$ cat src/rtl/tsl_pkg.sv
// Constants and types of the touch sensor host link.
// Assumes a 50 MHz system clock; all timing counts except STRAP_SETTLE derive from it.
package tsl_pkg;

	// ****************************************
	// Clock and timing
	// ****************************************
	localparam int CLK_HZ        = 50_000_000;
	localparam int CLK_PER_US    = CLK_HZ / 1_000_000;
	localparam int LAT_KEY1_MS   = 10;
	localparam int LAT_KEY8_MS   = 40;
	localparam int LAT_KEY64_MS  = 300;
	localparam int LAT_OTHER_US  = 300;
	localparam int GAP_MIN_US    = 15;
	localparam int SCK_MAX_KHZ   = 1500;
	localparam int LAT_KEY1_CYC  = LAT_KEY1_MS * 1000 * CLK_PER_US;
	localparam int LAT_KEY8_CYC  = LAT_KEY8_MS * 1000 * CLK_PER_US;
	localparam int LAT_KEY64_CYC = LAT_KEY64_MS * 1000 * CLK_PER_US;
	localparam int LAT_OTHER_CYC = LAT_OTHER_US * CLK_PER_US;
	localparam int GAP_MIN_CYC   = GAP_MIN_US * CLK_PER_US;
	// Least half period, rounded up so the link never exceeds its top rate
	localparam int SCK_HALF_CYC  = (CLK_HZ + 2 * SCK_MAX_KHZ * 1000 - 1) / (2 * SCK_MAX_KHZ * 1000);

	// ****************************************
	// Widths and reset values
	// ****************************************
	localparam int TMR_W         = 24;
	localparam int BYTE_W        = 8;
	localparam int WORD_W        = BYTE_W + 1;
	localparam int FIFO_DEPTH    = 8;
	localparam logic [2:0] LAST_BIT = 3'h7;
	localparam logic [TMR_W-1:0] STRAP_SETTLE = 24'h000003;

	// ****************************************
	// Types
	// ****************************************
	typedef enum logic [2:0] {
		ST_INIT     = 3'h0,
		ST_IDLE     = 3'h1,
		ST_WAIT     = 3'h2,
		ST_SO_READY = 3'h3,
		ST_SO_DONE  = 3'h4,
		ST_MS_SEL   = 3'h5,
		ST_MS_SHIFT = 3'h6,
		ST_MS_END   = 3'h7
	} tsl_state_t;

	typedef enum logic [1:0] {
		LAT_OTHER = 2'h0,
		LAT_KEY1  = 2'h1,
		LAT_KEY8  = 2'h2,
		LAT_KEY64 = 2'h3
	} tsl_lat_t;

endpackage

$ cat src/rtl/tsl_stream_if.sv
// Valid/ready word stream between the link and its reply buffer.
// Assumes both ends share one clock.
`timescale 1ns/10ps
`default_nettype none
interface tsl_stream_if #(parameter int W = 9) ();
	logic         valid;
	logic         ready;
	logic [W-1:0] data;
	modport src (output valid, output data, input ready);
	modport snk (input valid, input data, output ready);
endinterface
`default_nettype wire

$ cat src/rtl/tsl_fifo.sv
// Synchronous reply buffer with valid/ready on both sides.
// Assumes one clock and an asynchronous active-low reset.
`timescale 1ns/10ps
`default_nettype none
module tsl_fifo #(
	parameter int W = 9,
	parameter int D = 8
) (
	// Clock and reset
	input  wire logic   sys_clk_i,
	input  wire logic   reset_n_i,
	// Streams
	tsl_stream_if.snk   wr_s,
	tsl_stream_if.src   rd_s,
	// Fill level
	output logic        afull_o
);
	localparam int AW = $clog2(D);

	logic [W-1:0] mem_q [D];
	logic [AW-1:0] wp_q;
	logic [AW-1:0] rp_q;
	logic [AW:0]   cnt_q;

	wire push = wr_s.valid & wr_s.ready;
	wire pop  = rd_s.valid & rd_s.ready;

	assign wr_s.ready = (cnt_q != (AW+1)'(D));
	assign rd_s.valid = (cnt_q != '0);
	assign rd_s.data  = mem_q[rp_q];
	assign afull_o    = (cnt_q >= (AW+1)'(D - 1));

	always_ff @(posedge sys_clk_i)
	begin
		if (push)
			mem_q[wp_q] <= wr_s.data;
	end

	always_ff @(posedge sys_clk_i or negedge reset_n_i)
	begin
		if (!reset_n_i)
		begin
			wp_q  <= '0;
			rp_q  <= '0;
			cnt_q <= '0;
		end
		else
		begin
			wp_q  <= push ? AW'(wp_q + 1'b1) : wp_q;
			rp_q  <= pop ? AW'(rp_q + 1'b1) : rp_q;
			cnt_q <= (AW+1)'(cnt_q + push - pop);
		end
	end
endmodule
`default_nettype wire

$ cat src/rtl/tsl_link.sv
// Host-facing serial link of a touch-key sensor, sensor side.
// Assumes all link pins are asynchronous to sys_clk_i and that a key
// processing core feeds replies and consumes command bytes.
`timescale 1ns/10ps
`default_nettype none

module tsl_link #(
	parameter int LAT_KEY1_CYC  = tsl_pkg::LAT_KEY1_CYC,
	parameter int LAT_KEY8_CYC  = tsl_pkg::LAT_KEY8_CYC,
	parameter int LAT_KEY64_CYC = tsl_pkg::LAT_KEY64_CYC,
	parameter int LAT_OTHER_CYC = tsl_pkg::LAT_OTHER_CYC,
	parameter int GAP_MIN_CYC   = tsl_pkg::GAP_MIN_CYC,
	parameter int FIFO_DEPTH    = tsl_pkg::FIFO_DEPTH
) (
	// Clock and reset
	input  wire logic       sys_clk_i,
	input  wire logic       reset_n_i,
	// Link pins
	input  wire logic       link_mode_strap_i,
	input  wire logic       sck_i,
	output logic            sck_o,
	output logic            sck_oe_o,
	input  wire logic       ss_n_i,
	output logic            ss_n_o,
	output logic            ss_n_oe_o,
	input  wire logic       mosi_i,
	output logic            mosi_o,
	output logic            mosi_oe_o,
	output logic            miso_o,
	output logic            miso_oe_o,
	output logic            drdy_n_o,
	// Command bytes to the core
	output logic            cmd_valid_o,
	output logic [7:0]      cmd_data_o,
	input  wire logic [1:0] lat_class_i,
	// Replies from the core
	input  wire logic       reply_valid_i,
	input  wire logic [7:0] reply_data_i,
	input  wire logic       reply_last_i,
	output logic            reply_ready_o,
	input  wire logic       echo_req_i,
	// Status
	output logic            mode_ms_o
);
	localparam int TW = tsl_pkg::TMR_W;
	localparam logic [TW-1:0] HALF = TW'(tsl_pkg::SCK_HALF_CYC);
	localparam logic [TW-1:0] GAP  = TW'(GAP_MIN_CYC);

	// ****************************************
	// Pin synchronisers
	// ****************************************
	// Reset to the pins' idle levels so no false clock edge follows reset
	localparam logic [3:0] PIN_IDLE = 4'hE;
	logic [3:0] meta_q;
	logic [3:0] sync_q;
	logic       sck_prev_q;

	always_ff @(posedge sys_clk_i or negedge reset_n_i)
	begin
		if (!reset_n_i)
		begin
			meta_q     <= PIN_IDLE;
			sync_q     <= PIN_IDLE;
			sck_prev_q <= 1'b0;
		end
		else
		begin
			meta_q     <= {link_mode_strap_i, mosi_i, ss_n_i, sck_i};
			sync_q     <= meta_q;
			sck_prev_q <= sync_q[0];
		end
	end

	wire sck_s    = sync_q[0];
	wire ss_s     = sync_q[1];
	wire mosi_s   = sync_q[2];
	wire strap_s  = sync_q[3];
	wire sck_rise = sck_s & ~sck_prev_q;
	wire sck_fall = ~sck_s & sck_prev_q;

	// ****************************************
	// Reply buffer
	// ****************************************
	tsl_stream_if #(.W(tsl_pkg::WORD_W)) wr_s ();
	tsl_stream_if #(.W(tsl_pkg::WORD_W)) rd_s ();
	logic fifo_afull;

	tsl_fifo #(.W(tsl_pkg::WORD_W), .D(FIFO_DEPTH)) u_fifo (
		.sys_clk_i (sys_clk_i),
		.reset_n_i (reset_n_i),
		.wr_s      (wr_s),
		.rd_s      (rd_s),
		.afull_o   (fifo_afull)
	);

	// ****************************************
	// State
	// ****************************************
	tsl_pkg::tsl_state_t state_q, state_d;
	logic          mode_q, mode_d;
	logic [7:0]    rx_q, rx_d;
	logic [2:0]    rxcnt_q, rxcnt_d;
	logic [7:0]    cmd_q, cmd_d;
	logic          pend_q, pend_d;
	logic [TW-1:0] tmr_q, tmr_d;
	logic [7:0]    tx_q, tx_d;
	logic          last_q, last_d;
	logic [2:0]    bit_q, bit_d;
	logic          sck_q, sck_d, sck_oe_q, sck_oe_d;
	logic          ss_q, ss_d, ss_oe_q, ss_oe_d;
	logic          mosi_q, mosi_d, mosi_oe_q, mosi_oe_d;
	logic          miso_q, miso_d, miso_oe_q, miso_oe_d;
	logic          drdy_q, drdy_d, cval_q, rrdy_q;

	// Receive only while no reply is being handed out; dummy bytes drop
	wire rx_en     = (state_q == tsl_pkg::ST_IDLE || state_q == tsl_pkg::ST_WAIT) & ~ss_s;
	wire rx_bit    = rx_en & sck_rise;
	wire byte_done = rx_bit & (rxcnt_q == tsl_pkg::LAST_BIT);
	wire tmr_zero  = (tmr_q == '0);
	wire pop       = (state_q == tsl_pkg::ST_WAIT) & tmr_zero & rd_s.valid;
	wire [TW-1:0] lat_sel =
		(lat_class_i == tsl_pkg::LAT_KEY1)  ? TW'(LAT_KEY1_CYC)  :
		(lat_class_i == tsl_pkg::LAT_KEY8)  ? TW'(LAT_KEY8_CYC)  :
		(lat_class_i == tsl_pkg::LAT_KEY64) ? TW'(LAT_KEY64_CYC) : TW'(LAT_OTHER_CYC);

	// Replies are taken only while a command is outstanding; echo wins
	// Core bytes need the registered ready, else a refused byte is taken twice
	assign wr_s.valid = pend_q & (echo_req_i | (reply_valid_i & rrdy_q));
	assign wr_s.data  = echo_req_i ? {1'b1, cmd_q} : {reply_last_i, reply_data_i};
	assign rd_s.ready = pop;

	always_comb
	begin
		state_d = state_q;   mode_d = mode_q;   cmd_d = cmd_q;   pend_d = pend_q;
		tmr_d = tmr_zero ? tmr_q : TW'(tmr_q - 1'b1);
		tx_d = tx_q;         last_d = last_q;   bit_d = bit_q;
		sck_d = sck_q;       sck_oe_d = sck_oe_q;
		ss_d = ss_q;         ss_oe_d = ss_oe_q;
		mosi_d = mosi_q;     mosi_oe_d = mosi_oe_q;
		miso_d = miso_q;     miso_oe_d = 1'b0;  drdy_d = drdy_q;
		rx_d    = rx_bit ? {rx_q[6:0], mosi_s} : rx_q;
		rxcnt_d = ss_s ? 3'h0 : (rx_bit ? 3'(rxcnt_q + 1'b1) : rxcnt_q);
		if (byte_done)
		begin
			cmd_d  = {rx_q[6:0], mosi_s};
			pend_d = 1'b1;
			tmr_d  = lat_sel;
			if (state_q == tsl_pkg::ST_IDLE)
				state_d = tsl_pkg::ST_WAIT;
		end
		unique case (state_q)
			tsl_pkg::ST_INIT:
				if (tmr_zero)
				begin
					mode_d  = ~strap_s;
					state_d = tsl_pkg::ST_IDLE;
				end
			tsl_pkg::ST_IDLE: ;
			tsl_pkg::ST_WAIT:
				if (pop)
				begin
					tx_d   = rd_s.data[7:0];
					last_d = rd_s.data[8];
					bit_d  = 3'h0;
					if (mode_q)
					begin
						state_d = tsl_pkg::ST_MS_SEL;
						tmr_d = HALF;
						sck_d = 1'b0;  sck_oe_d = 1'b1;
						ss_d = 1'b0;   ss_oe_d = 1'b1;
						mosi_d = rd_s.data[7];  mosi_oe_d = 1'b1;
					end
					else
					begin
						state_d = tsl_pkg::ST_SO_READY;
						miso_d  = rd_s.data[7];
						drdy_d  = 1'b0;
					end
				end
			tsl_pkg::ST_SO_READY:
			begin
				miso_oe_d = ~ss_s;
				if (~ss_s & sck_fall)
				begin
					tx_d   = {tx_q[6:0], 1'b0};
					miso_d = tx_q[6];
				end
				if (~ss_s & sck_rise)
				begin
					bit_d = 3'(bit_q + 1'b1);
					if (bit_q == tsl_pkg::LAST_BIT)
					begin
						drdy_d  = 1'b1;
						state_d = tsl_pkg::ST_SO_DONE;
					end
				end
			end
			tsl_pkg::ST_SO_DONE:
			begin
				miso_oe_d = ~ss_s;
				// Next byte waits for the host to close the frame
				if (ss_s)
				begin
					miso_oe_d = 1'b0;
					state_d = last_q ? tsl_pkg::ST_IDLE : tsl_pkg::ST_WAIT;
					pend_d  = ~last_q;
					tmr_d   = GAP;
				end
			end
			tsl_pkg::ST_MS_SEL:
				if (tmr_zero)
				begin
					state_d = tsl_pkg::ST_MS_SHIFT;
					sck_d = 1'b1;
					tmr_d = HALF;
				end
			tsl_pkg::ST_MS_SHIFT:
				if (tmr_zero)
				begin
					tmr_d = HALF;
					sck_d = ~sck_q;
					if (sck_q)
					begin
						bit_d = 3'(bit_q + 1'b1);
						if (bit_q == tsl_pkg::LAST_BIT)
							state_d = tsl_pkg::ST_MS_END;
						else
						begin
							tx_d   = {tx_q[6:0], 1'b0};
							mosi_d = tx_q[6];
						end
					end
				end
			tsl_pkg::ST_MS_END:
				if (tmr_zero)
				begin
					if (!ss_q)
					begin
						// Drive select high briefly before floating it
						ss_d  = 1'b1;
						tmr_d = HALF;
					end
					else
					begin
						sck_oe_d = 1'b0;  ss_oe_d = 1'b0;  mosi_oe_d = 1'b0;
						state_d = last_q ? tsl_pkg::ST_IDLE : tsl_pkg::ST_WAIT;
						pend_d  = ~last_q;
						tmr_d   = GAP;
					end
				end
		endcase
	end

	always_ff @(posedge sys_clk_i or negedge reset_n_i)
	begin
		if (!reset_n_i)
		begin
			state_q <= tsl_pkg::ST_INIT;  mode_q <= 1'b0;
			rx_q <= 8'h00;  rxcnt_q <= 3'h0;  cmd_q <= 8'h00;  pend_q <= 1'b0;
			tmr_q <= tsl_pkg::STRAP_SETTLE;  tx_q <= 8'h00;  last_q <= 1'b0;
			bit_q <= 3'h0;  sck_q <= 1'b0;  sck_oe_q <= 1'b0;
			ss_q <= 1'b1;   ss_oe_q <= 1'b0;  mosi_q <= 1'b0;  mosi_oe_q <= 1'b0;
			miso_q <= 1'b0; miso_oe_q <= 1'b0;  drdy_q <= 1'b1;
			cval_q <= 1'b0; cmd_data_o <= 8'h00;  rrdy_q <= 1'b0;
		end
		else
		begin
			state_q <= state_d;  mode_q <= mode_d;
			rx_q <= rx_d;  rxcnt_q <= rxcnt_d;  cmd_q <= cmd_d;  pend_q <= pend_d;
			tmr_q <= tmr_d;  tx_q <= tx_d;  last_q <= last_d;
			bit_q <= bit_d;  sck_q <= sck_d;  sck_oe_q <= sck_oe_d;
			ss_q <= ss_d;    ss_oe_q <= ss_oe_d;  mosi_q <= mosi_d;  mosi_oe_q <= mosi_oe_d;
			miso_q <= miso_d;  miso_oe_q <= miso_oe_d;  drdy_q <= drdy_d;
			cval_q <= byte_done;
			cmd_data_o <= byte_done ? cmd_d : cmd_data_o;
			// One word of margin covers the registered ready
			rrdy_q <= pend_d & ~fifo_afull & ~echo_req_i;
		end
	end

	assign sck_o = sck_q;          assign sck_oe_o  = sck_oe_q;
	assign ss_n_o = ss_q;          assign ss_n_oe_o = ss_oe_q;
	assign mosi_o = mosi_q;        assign mosi_oe_o = mosi_oe_q;
	assign miso_o = miso_q;        assign miso_oe_o = miso_oe_q;
	assign drdy_n_o = drdy_q;      assign cmd_valid_o = cval_q;
	assign reply_ready_o = rrdy_q; assign mode_ms_o = mode_q;
endmodule
`default_nettype wire

$ cat config.mk
export PLATFORM = sky130hd
export DESIGN_NAME = tsl_link
export DESIGN_NICKNAME = d
export VERILOG_FILES = /design/src/rtl/tsl_pkg.sv /design/src/rtl/tsl_stream_if.sv /design/src/rtl/tsl_fifo.sv /design/src/rtl/tsl_link.sv
export SDC_FILE = /design/constraint.sdc
export NUM_CORES = 1
export LEC_CHECK = 0
export ABC_AREA = 1
export ABC_CLOCK_PERIOD_IN_PS = 5890
export BUFFER_PORTS_ARGS = -buffer_cell sky130_fd_sc_hd__buf_2
export CORE_AREA = 2 2 150 152
export DETAILED_ROUTE_END_ITERATION = 12
export DIE_AREA = 0 0 152 154
export GPL_TIMING_DRIVEN = 0
export HOLD_SLACK_MARGIN = 0.05
export PLACE_DENSITY = 0.59
export SLEW_MARGIN = 20
export SYNTH_ARGS = -nofsm -noshare
export SYNTH_HDL_FRONTEND = slang
export SYNTH_HIERARCHICAL = 1
export SYNTH_SLANG_ARGS = --single-unit
export TNS_END_PERCENT = 50
$ cat constraint.sdc
create_clock -name sys_clk_i -period 5.89 [get_ports sys_clk_i]
set_input_delay 0.2945 -clock sys_clk_i [delete_from_list [all_inputs] [get_ports sys_clk_i]]
set_output_delay 0.2945 -clock sys_clk_i [all_outputs]
set_load 0.02 [all_outputs]
== Word-level counts from Yosys, hierarchy flattened ==
Memories as Yosys holds them, arrays and structs flattened.
Cells that the tools add are included.
Widths: inputs -> output; s select.
Word-level totals
  memories: 1
  register bits: 94
  word-level logic and storage cells: 183
  memory bits (writable): 72
Cells by class
  bitwise logic cells: 24
  multiplexer cells: 78
  eq/ne operators: 25
  reduce and logical (&&, ||, !) cells: 21
  magnitude comparators: 1
  add/subtract/negate cells: 7
Memory list
  u_fifo.mem_q: depth 8, bits a word 9, read ports 1, clocked after memory_dff 0, wr ports 1, line tsl_fifo.sv:20  | logic [W-1:0] mem_q [D];
Operators with widths (number)
  $mux 24: 10
  $pmux 24 s4: 1
  $mux 3: 20
  $mux 7: 5
  $mux 1: 27
  $logic_not 24->1: 1
  $sub 24x1->24 const B: 1
  $ne 2x2->1 const B: 11
  $pmux 3 s7: 1
  $pmux 7 s3: 1
  $reduce_and 5->1: 4
  $eq 3x3->1 const B: 6
  $and 1x1->1: 15
  $pmux 1 s2: 7
  $add 3x1->3 const B: 4
  $reduce_and 6->1: 2
  $mux 10: 1
  $mux 9: 1
  $pmux 3 s3: 1
  $mux 8: 1
  $not 1->1: 8
  $reduce_and 4->1: 2
  $reduce_bool 2->1: 4
  $eq 3x2->1 const B: 2
  other kinds (17): 20

== Depth between registers and ports, before layout ==
Gate-level depths: netlist of run 1.
  depth after elaboration: 11
  depth in mapped cells: 16
  mapped depth without buffers: 16

== Cells and area by module ==
The synthesis of run 1 kept the hierarchy.
By module, submodules not included
  tsl_link: seq. area each 2114.5 µm², area each 4802.1 µm², cells an instance 641, instances 1
  tsl_fifo: seq. area each 2412.3 µm², area each 3801.1 µm², cells an instance 381, instances 1

== Least setup slack after synthesis of run 1 ==
No wires, ideal clock.
  path kind: reg-to-reg
  start point: reg tmr_q[0]
  end point: reg u_fifo.cnt_q[2]
  period minus slack after synthesis: 2.685 ns
  arrival: 2.563 ns
  cell stages (with the launch flop): 17
  setup slack: 3.205 ns
  path buffers: 0
  library setup time: 0.123 ns
  cells stage by stage: dfstp_2 > clkinv_1 > ha_1 > nand3_1 > nor2_1 > nand2_1 > nor2_2 > nand3_1 > inv_1 > nand2_1 > inv_1 > ha_1 > inv_1 > ha_1 > inv_1 > fa_1 > xnor2_1
Between the ends
  cells in the longest elaborated chain, start to end: 5
Ends and longest elaborated chain
  start: declaration: line tsl_link.sv:105  | logic [TW-1:0] tmr_q, tmr_d;
  start signal: assignment: line tsl_link.sv:270  | tmr_q <= tmr_d; tx_q <= tx_d; last_q <= last_d;
  $logic_not 24->1: line tsl_link.sv:119  | wire tmr_zero = (tmr_q == '0);
  $and 1x1->1 (2 in series): line tsl_link.sv:120  | wire pop = (state_q == tsl_pkg::ST_WAIT) & tmr_zero & rd_s.valid;
  net pop: line tsl_link.sv:120
  $and 1x1->1: line tsl_fifo.sv:26  | wire pop = rd_s.valid & rd_s.ready;
  net u_fifo.pop: line tsl_fifo.sv:26
  $sub 4x1->4: line tsl_fifo.sv:51  | cnt_q <= (AW+1)'(cnt_q + push - pop);
  end signal: assignment: line tsl_fifo.sv:51
  end: declaration: line tsl_fifo.sv:23  | logic [AW:0] cnt_q;
The timed path passes the listed nets, and every way through them passes these cells.
A chain may end at the register's enable or synchronous reset.

== Final worst setup path of run 1 ==
Ends and elaborated chain as after synthesis.

==> impl_metrics.tcl, run 1 <==
set metrics [dict create \
    ys_warn_count 6 \
    end_kind "flip-flop" \
    cp_slowest_cell "dfstp_2" \
    fin_crit_sh_pct 53.0 \
    regArea_mm2 0.00453 \
    max_clock_freq_ghz 0.320 \
    p_seq_share_pct 52.2 \
    relSlewSlack_pct 39.7 \
    htree_levels 4 \
    synthesis.nets 1061 \
    critical_path_class "reg -> reg" \
    hp-start "reply_last_i" \
    hold_path_class "in -> reg" \
    rsz0062_at_grt "no" \
    cts_buffer_depth 2 \
    ctsResizeCount 0 \
    clk_pin_slew_ps 70 \
    r2r_setup_slack_ps 2770 \
    setup_ws_ps 2770 \
    gp_congestion 0.900 \
    p_per_area_mw_per_mm2 236 \
    max_stage_delay_ps 530 \
    fin_crit_ps 3120 \
    r2r_end "u_fifo/cnt_q[2]$_DFF_PN0_" \
    worstHoldPathCells 2 \
    run_status "complete, no violations" \
    setup_viol 0 \
    leakage_nw 5.01 \
    synth_ff_type "dfrtp_1" \
    path_max_fanout 10 \
    layout.nets 1127 \
    net-switching-power_mw 0.548 \
    synth_top_cell_by_area "edfxtp_1" \
    synthCells 1022 \
    rr_worst_depth 16 \
    fillers 2133 \
    syn_to_final_growth_pct 14.6 \
    row_count 54 \
    synth-edff-count 72 \
    cts_buffers 17 \
    arrival_ps 3450 \
    cts_setup_buffers 0 \
    met1_length_um 10300 \
    finalPower_mw 2.33 \
    holdPathEnd "u_fifo/mem_q[2][8]$_DFFE_PP_" \
    drc 0 \
    portBuffers 37 \
    io_pins 39 \
    required_ps 6220 \
    die_w_um 152 \
    synth_common_cells "nand2_1, inv_1, dfrtp_1" \
    place_ws_ps 2790 \
    core_area_mm2 0.0217 \
    p_int_mw 1.78 \
    dr.first_iter.drc_count 402 \
    clock_latency_ps 440 \
    synth.yosys.seq_area_share_pct 52.6 \
    num_antenna_cells 0 \
    cts.sinks 166 \
    grtUsageTotal_pct 18.1 \
    synth.area.top_cells "edfxtp_1, dfrtp_1, nand2_1" \
    initial_core_util_pct 39.7 \
    dp_hpwl_um 14500 \
    fin_tns_setup_ps 0 \
    crit_start "tmr_q[0]$_DFF_PN1_" \
    cp_common_cell "inv_1" \
    cts_tree "done" \
    finClkSkew_ps 11.8 \
    r2r_start "tmr_q[0]$_DFF_PN1_" \
    highest_layer "met4" \
    first_pass_iters 5 \
    wl_per_cell_um 14.5 \
    slew_violations 0 \
    vias_per_cell 4.76 \
    hold_viol 0 \
    switching_share_pct 23.5 \
    wl_met2_um 8740 \
    die_height_um 154 \
    path_cells "clkinv_1 > ha_1 > nand3_1 > nor2_1 > nand2_1 > nor2_2 > nand3_1 > inv_1 > nand2_1 > inv_1 > ha_1 > inv_1 > ha_1 > inv_1 > fa_1 > xnor2_1" \
    multiInputGateArea_mm2 0.00333 \
    yosysMostFrequentCell "nand2_1" \
    grt_max_degree 61 \
    cap_violations 0 \
    clockRootBuffer "clkbuf_16" \
    grt_pass1_wl_um 33400 \
    worst_pin_slew_ps 895 \
    overflow 0 \
    p_comb_share_pct 1.8 \
    grt_pass1_vias 6367 \
    async_flop_share_pct 56.6 \
    ys_seq_elements 166 \
    synthDistinctLibCells 46 \
    vdd_ir_drop_max_mv 0.167 \
    p_clk_share_pct 46.1 \
    antenna_found_initial 0 \
    dr_wl_met3_um 771 \
    synth_top_cell_area_share_pct 25.1 \
    start_kind "flip-flop" \
    vias 6573 \
    dieArea_mm2 0.0234 \
    wl_um 20100 \
    layout-drive-gt1-share_pct 14.7 \
    fin_util_pct 45.5 \
    syn_avg_cell_area_um2 8.42 \
    antenna_left 0 \
    syn_area_mm2 0.00860 \
]
==> registers in the layout, summed over array words and instances, names as in the netlist, 3 cells and up <==
name	count
bit_q	3
cmd_data_o	8
cmd_q	8
meta_q	4
rx_q	7
rxcnt_q	3
state_q	3
sync_q	4
tmr_q	24
tx_q	7
u_fifo/cnt_q	4
u_fifo/mem_q	72
u_fifo/rp_q	3
u_fifo/wp_q	3
==> final cells by class <==
cell class | count | share of cell area [%]
Buffer | 24 | 1.85
Clock buffer | 17 | 4.31
Clock inverter | 15 | 1.45
Inverter | 159 | 6.13
Multi-Input combinational cell | 673 | 33.8
Sequential cell | 166 | 45.9
Tap cell | 280 | 3.55
Timing Repair Buffer | 47 | 3.03
==> worst max-delay path: cells and delay by family (launching register included) <==
kind	cells	cell delay, ps
adder cells (fa/ha/maj)	4	1160
AND/OR/NAND/NOR	6	650
flip-flops	1	530
buffers and inverters	5	530
XOR/XNOR	1	140
==> worst max path at each step <==
stage                              endpoint  slack (ps)  cells after the start
2_1_floorplan     u_fifo/cnt_q[2]$_DFF_PN0_        3200                     16
3_3_place_gp   u_fifo/mem_q[6][1]$_DFFE_PP_        2450                      6
3_5_place_dp      u_fifo/cnt_q[2]$_DFF_PN0_        2790                     16
4_1_cts           u_fifo/cnt_q[2]$_DFF_PN0_        2770                     16
5_1_grt           u_fifo/cnt_q[2]$_DFF_PN0_        2420                     16
6_report          u_fifo/cnt_q[2]$_DFF_PN0_        2770                     16
==> placed cells by master, fill, tap and decap left out, types with 11 or more instances in the layout <==
cell       instances
buf_2             44
ha_1              19
nand2_1          339
nor2_1            79
dfrtp_1           84
nand3_1           77
xor2_1            11
o21ai_0           36
inv_1            149
clkbuf_16         17
a21oi_1           15
edfxtp_1          72
nand4_1           16
==> layer usage <==
| layer | vias to the layer above | global-route usage [%] |
|---|---|---|
| met5 | - | 0 |
| met4 | 0 | 5.43 |
| met3 | 18 | 3.47 |
| met2 | 106 | 27.9 |
| met1 | 3085 | 25.9 |
| li1 | 3364 | - |
==> power groups by stage <==
stage,clock (mW),combinational [mW],sequential [mW]
after floorplan,0,0.0104,1.24
after global placement,0,0.0368,1.24
after detailed placement,0,0.0402,1.24
after CTS,1.10,0.0431,1.22
after global routing,1.14,0.0477,1.22
final,1.07,0.0414,1.22
==> stage by stage <==
step	instances	instance area, um2	hold WS (ps)
finish	1381	9860	251
CTS	1381	9860	227
global route	1381	9860	261
floorplan	1022	8600	-1.09
detailed placement	1344	9240	221
global placement	1339	9140	346
==> cell families (layout without fill, tap and decap cells) <==
logic type / Yosys count / in the layout / synth area share [%]
AOI/OAI and AO/OA: 72 / 72 / 4.90
xor gates and xnor gates: 14 / 14 / 1.43
adders and majority gates: 20 / 20 / 3.00
buffers and inverters: 183 / 262 / 9.15
DFF: 166 / 166 / 52.6
muxes: 6 / 6 / 0.698
and+or+nand+nor: 561 / 561 / 28.2
==> repair_timing <==
item                       4_1_cts  5_1_grt
hold buffers                     5        0
hold endpoints to repair        34        0
setup endpoints to repair        0        0
Note: power is estimated with default switching activity, not from simulation.
==> inputs of run 2 (changes only) <==
ABC_CLOCK_PERIOD_IN_PS = 2550   (was 5890)
PLACE_DENSITY = 0.61   (was 0.59)
clock period = 2.55 ns   (was 5.89 ns; I/O delays follow)
==> run 2 against run 1 <==
  * Global-route usage is 0.57 points higher
  * Combinational power is 140% higher
  * Fmax is 25% higher
  * Sequential share of layout area is 1.3 points lower
  * Sequential power is 130% higher
  * Critical path type unchanged
==> impl_metrics.tcl, run 2 (synthesis gave the netlist of run 1 again) <==
set metrics [dict create \
    run_status "complete, no violations" \
    finalPower_mw 5.48 \
    r2r_start "tmr_q[9]$_DFF_PN0_" \
    final_cells 1405 \
    hold_viol 0 \
    largest_reg_flops 72 \
    reg.largest.list "u_fifo/mem_q x72, tmr_q x24" \
    relSlewSlack_pct 36.6 \
    layout.nets 1151 \
    leakage_nw 5.11 \
    wl_um 21100 \
    slew_violations 0 \
    grt_pass1_vias 6421 \
    first_pass_iters 6 \
    start_kind "flip-flop" \
    setup_viol 0 \
    wl_met2_um 9860 \
    antenna_left 0 \
    dr_wl_met3_um 917 \
    final_cell_mix "nand2_1, inv_1, dfrtp_1" \
    required_ps 2880 \
    worst_pin_slew_ps 941 \
    num_antenna_cells 0 \
    r2r_setup_slack_ps 50 \
    largest_register "u_fifo/mem_q" \
    highest_layer "met4" \
    initial_core_util_pct 39.7 \
    cts.sinks 166 \
    die_height_um 154 \
    p_comb_share_pct 1.8 \
    vias_per_cell 4.83 \
    arrival_ps 2820 \
    end_kind "flip-flop" \
    switching_share_pct 23.1 \
    p_per_area_mw_per_mm2 539 \
    p_seq_share_pct 51.3 \
    clock_latency_ps 430 \
    final_common_cell "nand2_1" \
    p_clk_share_pct 46.9 \
    io_pins 39 \
    syn_to_final_growth_pct 18.0 \
    htree_levels 4 \
    cts_buffer_depth 2 \
    row_count 54 \
    wl_per_cell_um 15.0 \
    p_int_mw 4.21 \
    finClkSkew_ps 12.6 \
    layout-drive-gt1-share_pct 18.8 \
    rr_worst_depth 15 \
    r2r_end "u_fifo/cnt_q[1]$_DFF_PN0_" \
    dr.first_iter.drc_count 605 \
    core_area_mm2 0.0217 \
    cap_violations 0 \
    met1_length_um 9960 \
    dp_hpwl_um 14700 \
    dp_cells 1344 \
    critical_path_class "reg -> reg" \
    net-switching-power_mw 1.26 \
    die_w_um 152 \
    hold_path_class "in -> async" \
    path_max_fanout 4 \
    portBuffers 37 \
    vdd_ir_drop_max_mv 0.437 \
    gp_congestion 0.889 \
    fillers 2083 \
    grtUsageTotal_pct 18.6 \
    clk_pin_slew_ps 70 \
    max_clock_freq_ghz 0.401 \
    clockRootBuffer "clkbuf_16" \
    overflow 0 \
    dieArea_mm2 0.0234 \
    grt_pass1_wl_um 34400 \
    grt_max_degree 77 \
    vias 6782 \
    drc 0 \
    antenna_found_initial 0 \
    multiInputGateArea_mm2 0.00342 \
    regArea_mm2 0.00453 \
    fin_crit_sh_pct 97.9 \
    cts_buffers 17 \
    cts_tree "done" \
    fin_crit_ps 2500 \
]
## run 2: cell types whose count changed in the layout (fill, tap and decap cells not counted), moves of 5 or more
cell    before  now
inv_1      149  144
nor2_4       2    7
nor2_1      79   72
buf_4       10   34
## run 2: how the worst max path moves through the flow
stage          slack, ps                      endpoint           startpoint  cells after the start
6_report              50     u_fifo/cnt_q[1]$_DFF_PN0_   tmr_q[9]$_DFF_PN0_                     15
5_1_grt              -20     u_fifo/cnt_q[1]$_DFF_PN0_   tmr_q[2]$_DFF_PN0_                     15
2_1_floorplan         20     u_fifo/cnt_q[2]$_DFF_PN0_   tmr_q[0]$_DFF_PN1_                     16
3_5_place_dp        -420     u_fifo/cnt_q[2]$_DFF_PN0_  tmr_q[15]$_DFF_PN0_                     15
3_3_place_gp        -710  u_fifo/mem_q[4][3]$_DFFE_PP_           echo_req_i                      6
4_1_cts               20     u_fifo/cnt_q[1]$_DFF_PN0_   tmr_q[1]$_DFF_PN1_                     16
## run 2: stage by stage
stage,instance area [um2],setup slack (ps),setup TNS (ps),utilization [%],hold slack [ps]
floorplan,8610,23.3,0,-,-168
global placement,9150,-712,-43230,42.2,233
detailed placement,9250,-417,-4290,42.7,-5.98
CTS,10000,15.3,0,46.2,100
global route,10200,-23.9,-23.9,46.8,124
finish,10200,53.8,0,46.8,103
## run 2: what timing repair did
| item | CTS | global route |
|---|---|---|
| buffers inserted | 9 | 15 |
| setup endpoints to repair | 3 | 2 |
| hold buffers | 5 | 0 |
| resized for setup | 17 | 12 |
| endpoints found under the hold margin | 90 | 0 |
| pin swaps | 3 | 7 |
## run 2: cell type report
type	instances	area share, %
clock inverter	15	1.58
multi-input combinational	673	33.6
sequential	166	44.6
clock buffer	17	4.19
tap	280	3.45
inverter	159	6.02
buffer	24	1.80
timing repair buffer	71	4.72
## run 2: metal layers
layer  global-route usage [%]  up-vias
li1                         -     3411
met2                     29.8      157
met4                     5.21        0
met5                        0        -
met3                     2.71       27
met1                     26.5     3187
## run 2: power by group through the flow
| stage | Sequential (mW) | Combinational, mW | Clock [mW] |
|---|---|---|---|
| 3_3_place_gp | 2.86 | 0.0876 | 0 |
| 3_5_place_dp | 2.86 | 0.0958 | 0 |
| 2_1_floorplan | 2.86 | 0.0240 | 0 |
| 6_report | 2.81 | 0.0976 | 2.57 |
| 5_1_grt | 2.81 | 0.112 | 2.74 |
| 4_1_cts | 2.81 | 0.102 | 2.62 |
## run 2: worst max-delay path, cell delays in order, from the launching register on
cell and delay (ps):
dfrtp_1 430, nor2_2 170, nand2_2 110, nor2_8 140
inv_2 60, nor2_4 130, nand3_2 90, inv_2 80
nand2_2 70, inv_4 90, ha_4 200, inv_2 40
ha_2 180, inv_2 40, fa_2 510, inv_1 40
==> inputs of run 3 (changes only) <==
ABC_CLOCK_PERIOD_IN_PS = 3100   (was 2550)
HOLD_SLACK_MARGIN = unset   (was 0.05)
PLACE_DENSITY = 0.59   (was 0.61)
clock period = 3.1 ns   (was 2.55 ns; I/O delays follow)
==> run 3 against run 2 <==
  * Clock skew shrank 1.1 ps
  * Sequential share of layout area up 1.2 points
  * Register-to-register slack better by 250 ps
  * Design area decreased by 2.7%
  * Sequential cell count unchanged
  * Critical path depth is 1 higher
  * Routed wire length decreased by 4.5%
  * Die area stayed put
  * Fmax is 11% lower
  * Worst setup slack improved by 250 ps
  * Clock power is 21% lower
  * Largest cell class unchanged
  * Largest power group unchanged
  * Highest routed layer unchanged
==> impl_metrics.tcl, run 3 (synthesis gave the netlist of run 1 again) <==
set metrics [dict create \
    run_status "complete, no violations" \
    clk_pin_slew_ps 70 \
    wl_um 20100 \
    rsz0062_at_grt "no" \
    max_stage_delay_ps 380 \
    setup_viol 0 \
    path_cells "inv_4 > ha_2 > nand3_1 > nor2_1 > nand2_1 > nor2_4 > nand3_1 > inv_1 > nand2_1 > inv_2 > ha_1 > inv_1 > ha_1 > inv_1 > fa_1 > xnor2_1" \
    finClkSkew_ps 11.6 \
    final_cell_mix "nand2_1, inv_1, dfrtp_1" \
    hold_viol 0 \
    wl_per_cell_um 14.6 \
    whs_ps 112 \
    fin_crit_sh_pct 90.1 \
    required_ps 3420 \
    antenna_left 0 \
    final_common_cell "nand2_1" \
    drc 0 \
    dp_hpwl_um 14500 \
    grtUsageTotal_pct 18.1 \
    cp_common_cell "inv_1" \
    relSlewSlack_pct 40.3 \
    reg.largest.list "u_fifo/mem_q x72, tmr_q x24" \
    dr.first_iter.drc_count 433 \
    critical_path_class "reg -> reg" \
    gp_congestion 0.900 \
    row_count 54 \
    max_clock_freq_ghz 0.358 \
    core_area_mm2 0.0217 \
    dieArea_mm2 0.0234 \
    clock_latency_ps 440 \
    initial_core_util_pct 39.7 \
    die_w_um 152 \
    grt_max_degree 61 \
    grt_pass1_wl_um 33400 \
    portBuffers 37 \
    largest_reg_flops 72 \
    cts.sinks 166 \
    leakage_nw 5.02 \
    p_per_area_mw_per_mm2 447 \
    io_pins 39 \
    overflow 0 \
    antenna_found_initial 0 \
    htree_levels 4 \
    fillers 2134 \
    final_cells 1383 \
    first_pass_iters 5 \
    finalPower_mw 4.42 \
    layout.nets 1129 \
    worst_pin_slew_ps 886 \
    cp_slowest_cell "dfstp_2" \
    fin_util_pct 45.6 \
    largest_register "u_fifo/mem_q" \
    rr_worst_depth 16 \
    path_max_fanout 10 \
    vias_per_cell 4.77 \
    grt_pass1_vias 6367 \
    die_height_um 154 \
    cts_buffers 17 \
    hold_path_class "in -> reg" \
    start_kind "flip-flop" \
    syn_to_final_growth_pct 14.9 \
    cts_buffer_depth 2 \
    cap_violations 0 \
    num_antenna_cells 0 \
    clockRootBuffer "clkbuf_16" \
    path_delay_family "adder cells" \
    vias 6603 \
    dp_cells 1344 \
    fin_tns_setup_ps 0 \
    worstHoldPathCells 2 \
    vdd_ir_drop_max_mv 0.317 \
    end_kind "flip-flop" \
    arrival_ps 3110 \
    cts_tree "done" \
    fin_crit_ps 2790 \
    cp.depth 16 \
    slew_violations 0 \
    worst-path-buf-inv 5 \
    layout-drive-gt1-share_pct 15.1 \
]
==> run 3: worst paths after layout <==
kind / to / startpoint / slack (ps)
min: u_fifo/mem_q[2][8]$_DFFE_PP_ / reply_last_i / 110
min in group asynchronous: miso_o$_DFFE_PN0P_ / reset_n_i / 190
max: u_fifo/cnt_q[2]$_DFF_PN0_ / tmr_q[0]$_DFF_PN1_ / 310
max reg2reg: u_fifo/cnt_q[2]$_DFF_PN0_ / tmr_q[0]$_DFF_PN1_ / 310
max in group asynchronous: meta_q[2]$_DFF_PN1_ / reset_n_i / 2240
min reg2reg: sync_q[2]$_DFF_PN1_ / meta_q[2]$_DFF_PN1_ / 360
==> run 3: metrics by stage <==
step,setup WS [ps],instance area [um2]
global route,11.9,9890
CTS,56.6,9860
global placement,-200,9140
finish,308,9890
floorplan,415,8600
detailed placement,0.854,9240
==> run 3: area by class of cell <==
cell class | instances | area, um2 | share of cell area (%)
multi-input cells | 673 | 3340 | 33.8
clock inverters | 15 | 143 | 1.44
well taps | 280 | 350 | 3.54
repair buffers | 49 | 314 | 3.18
inverters | 159 | 607 | 6.14
flip-flops and latches | 166 | 4530 | 45.8
clock buffers | 17 | 425 | 4.30
plain buffers | 24 | 183 | 1.85
==> run 3: layer usage <==
metal,part of all wire (%),wire length [um],vias up,global-route usage (%)
met2,44,8760,124,27.9
met3,3.9,778,18,3.47
met4,1.3,255,0,5.43
met5,0,0,-,0
li1,-,-,3367,-
met1,51,10300,3094,25.9
==> run 3: report_power, final <==
group | internal (mW) | switching [mW]
clock | 1.06 | 0.975
combinational | 0.0215 | 0.0571
sequential | 2.30 | 0.00402
==> run 3: what timing repair did <==
| item | 4_1_cts | 5_1_grt |
|---|---|---|
| endpoints found under the setup margin | 2 | 3 |
| buffers inserted | 0 | 2 |
| gates resized for setup | 1 | 4 |
| endpoints found under the hold margin | 38 | 0 |
| pin swaps | 0 | 1 |
| hold buffers | 5 | 0 |
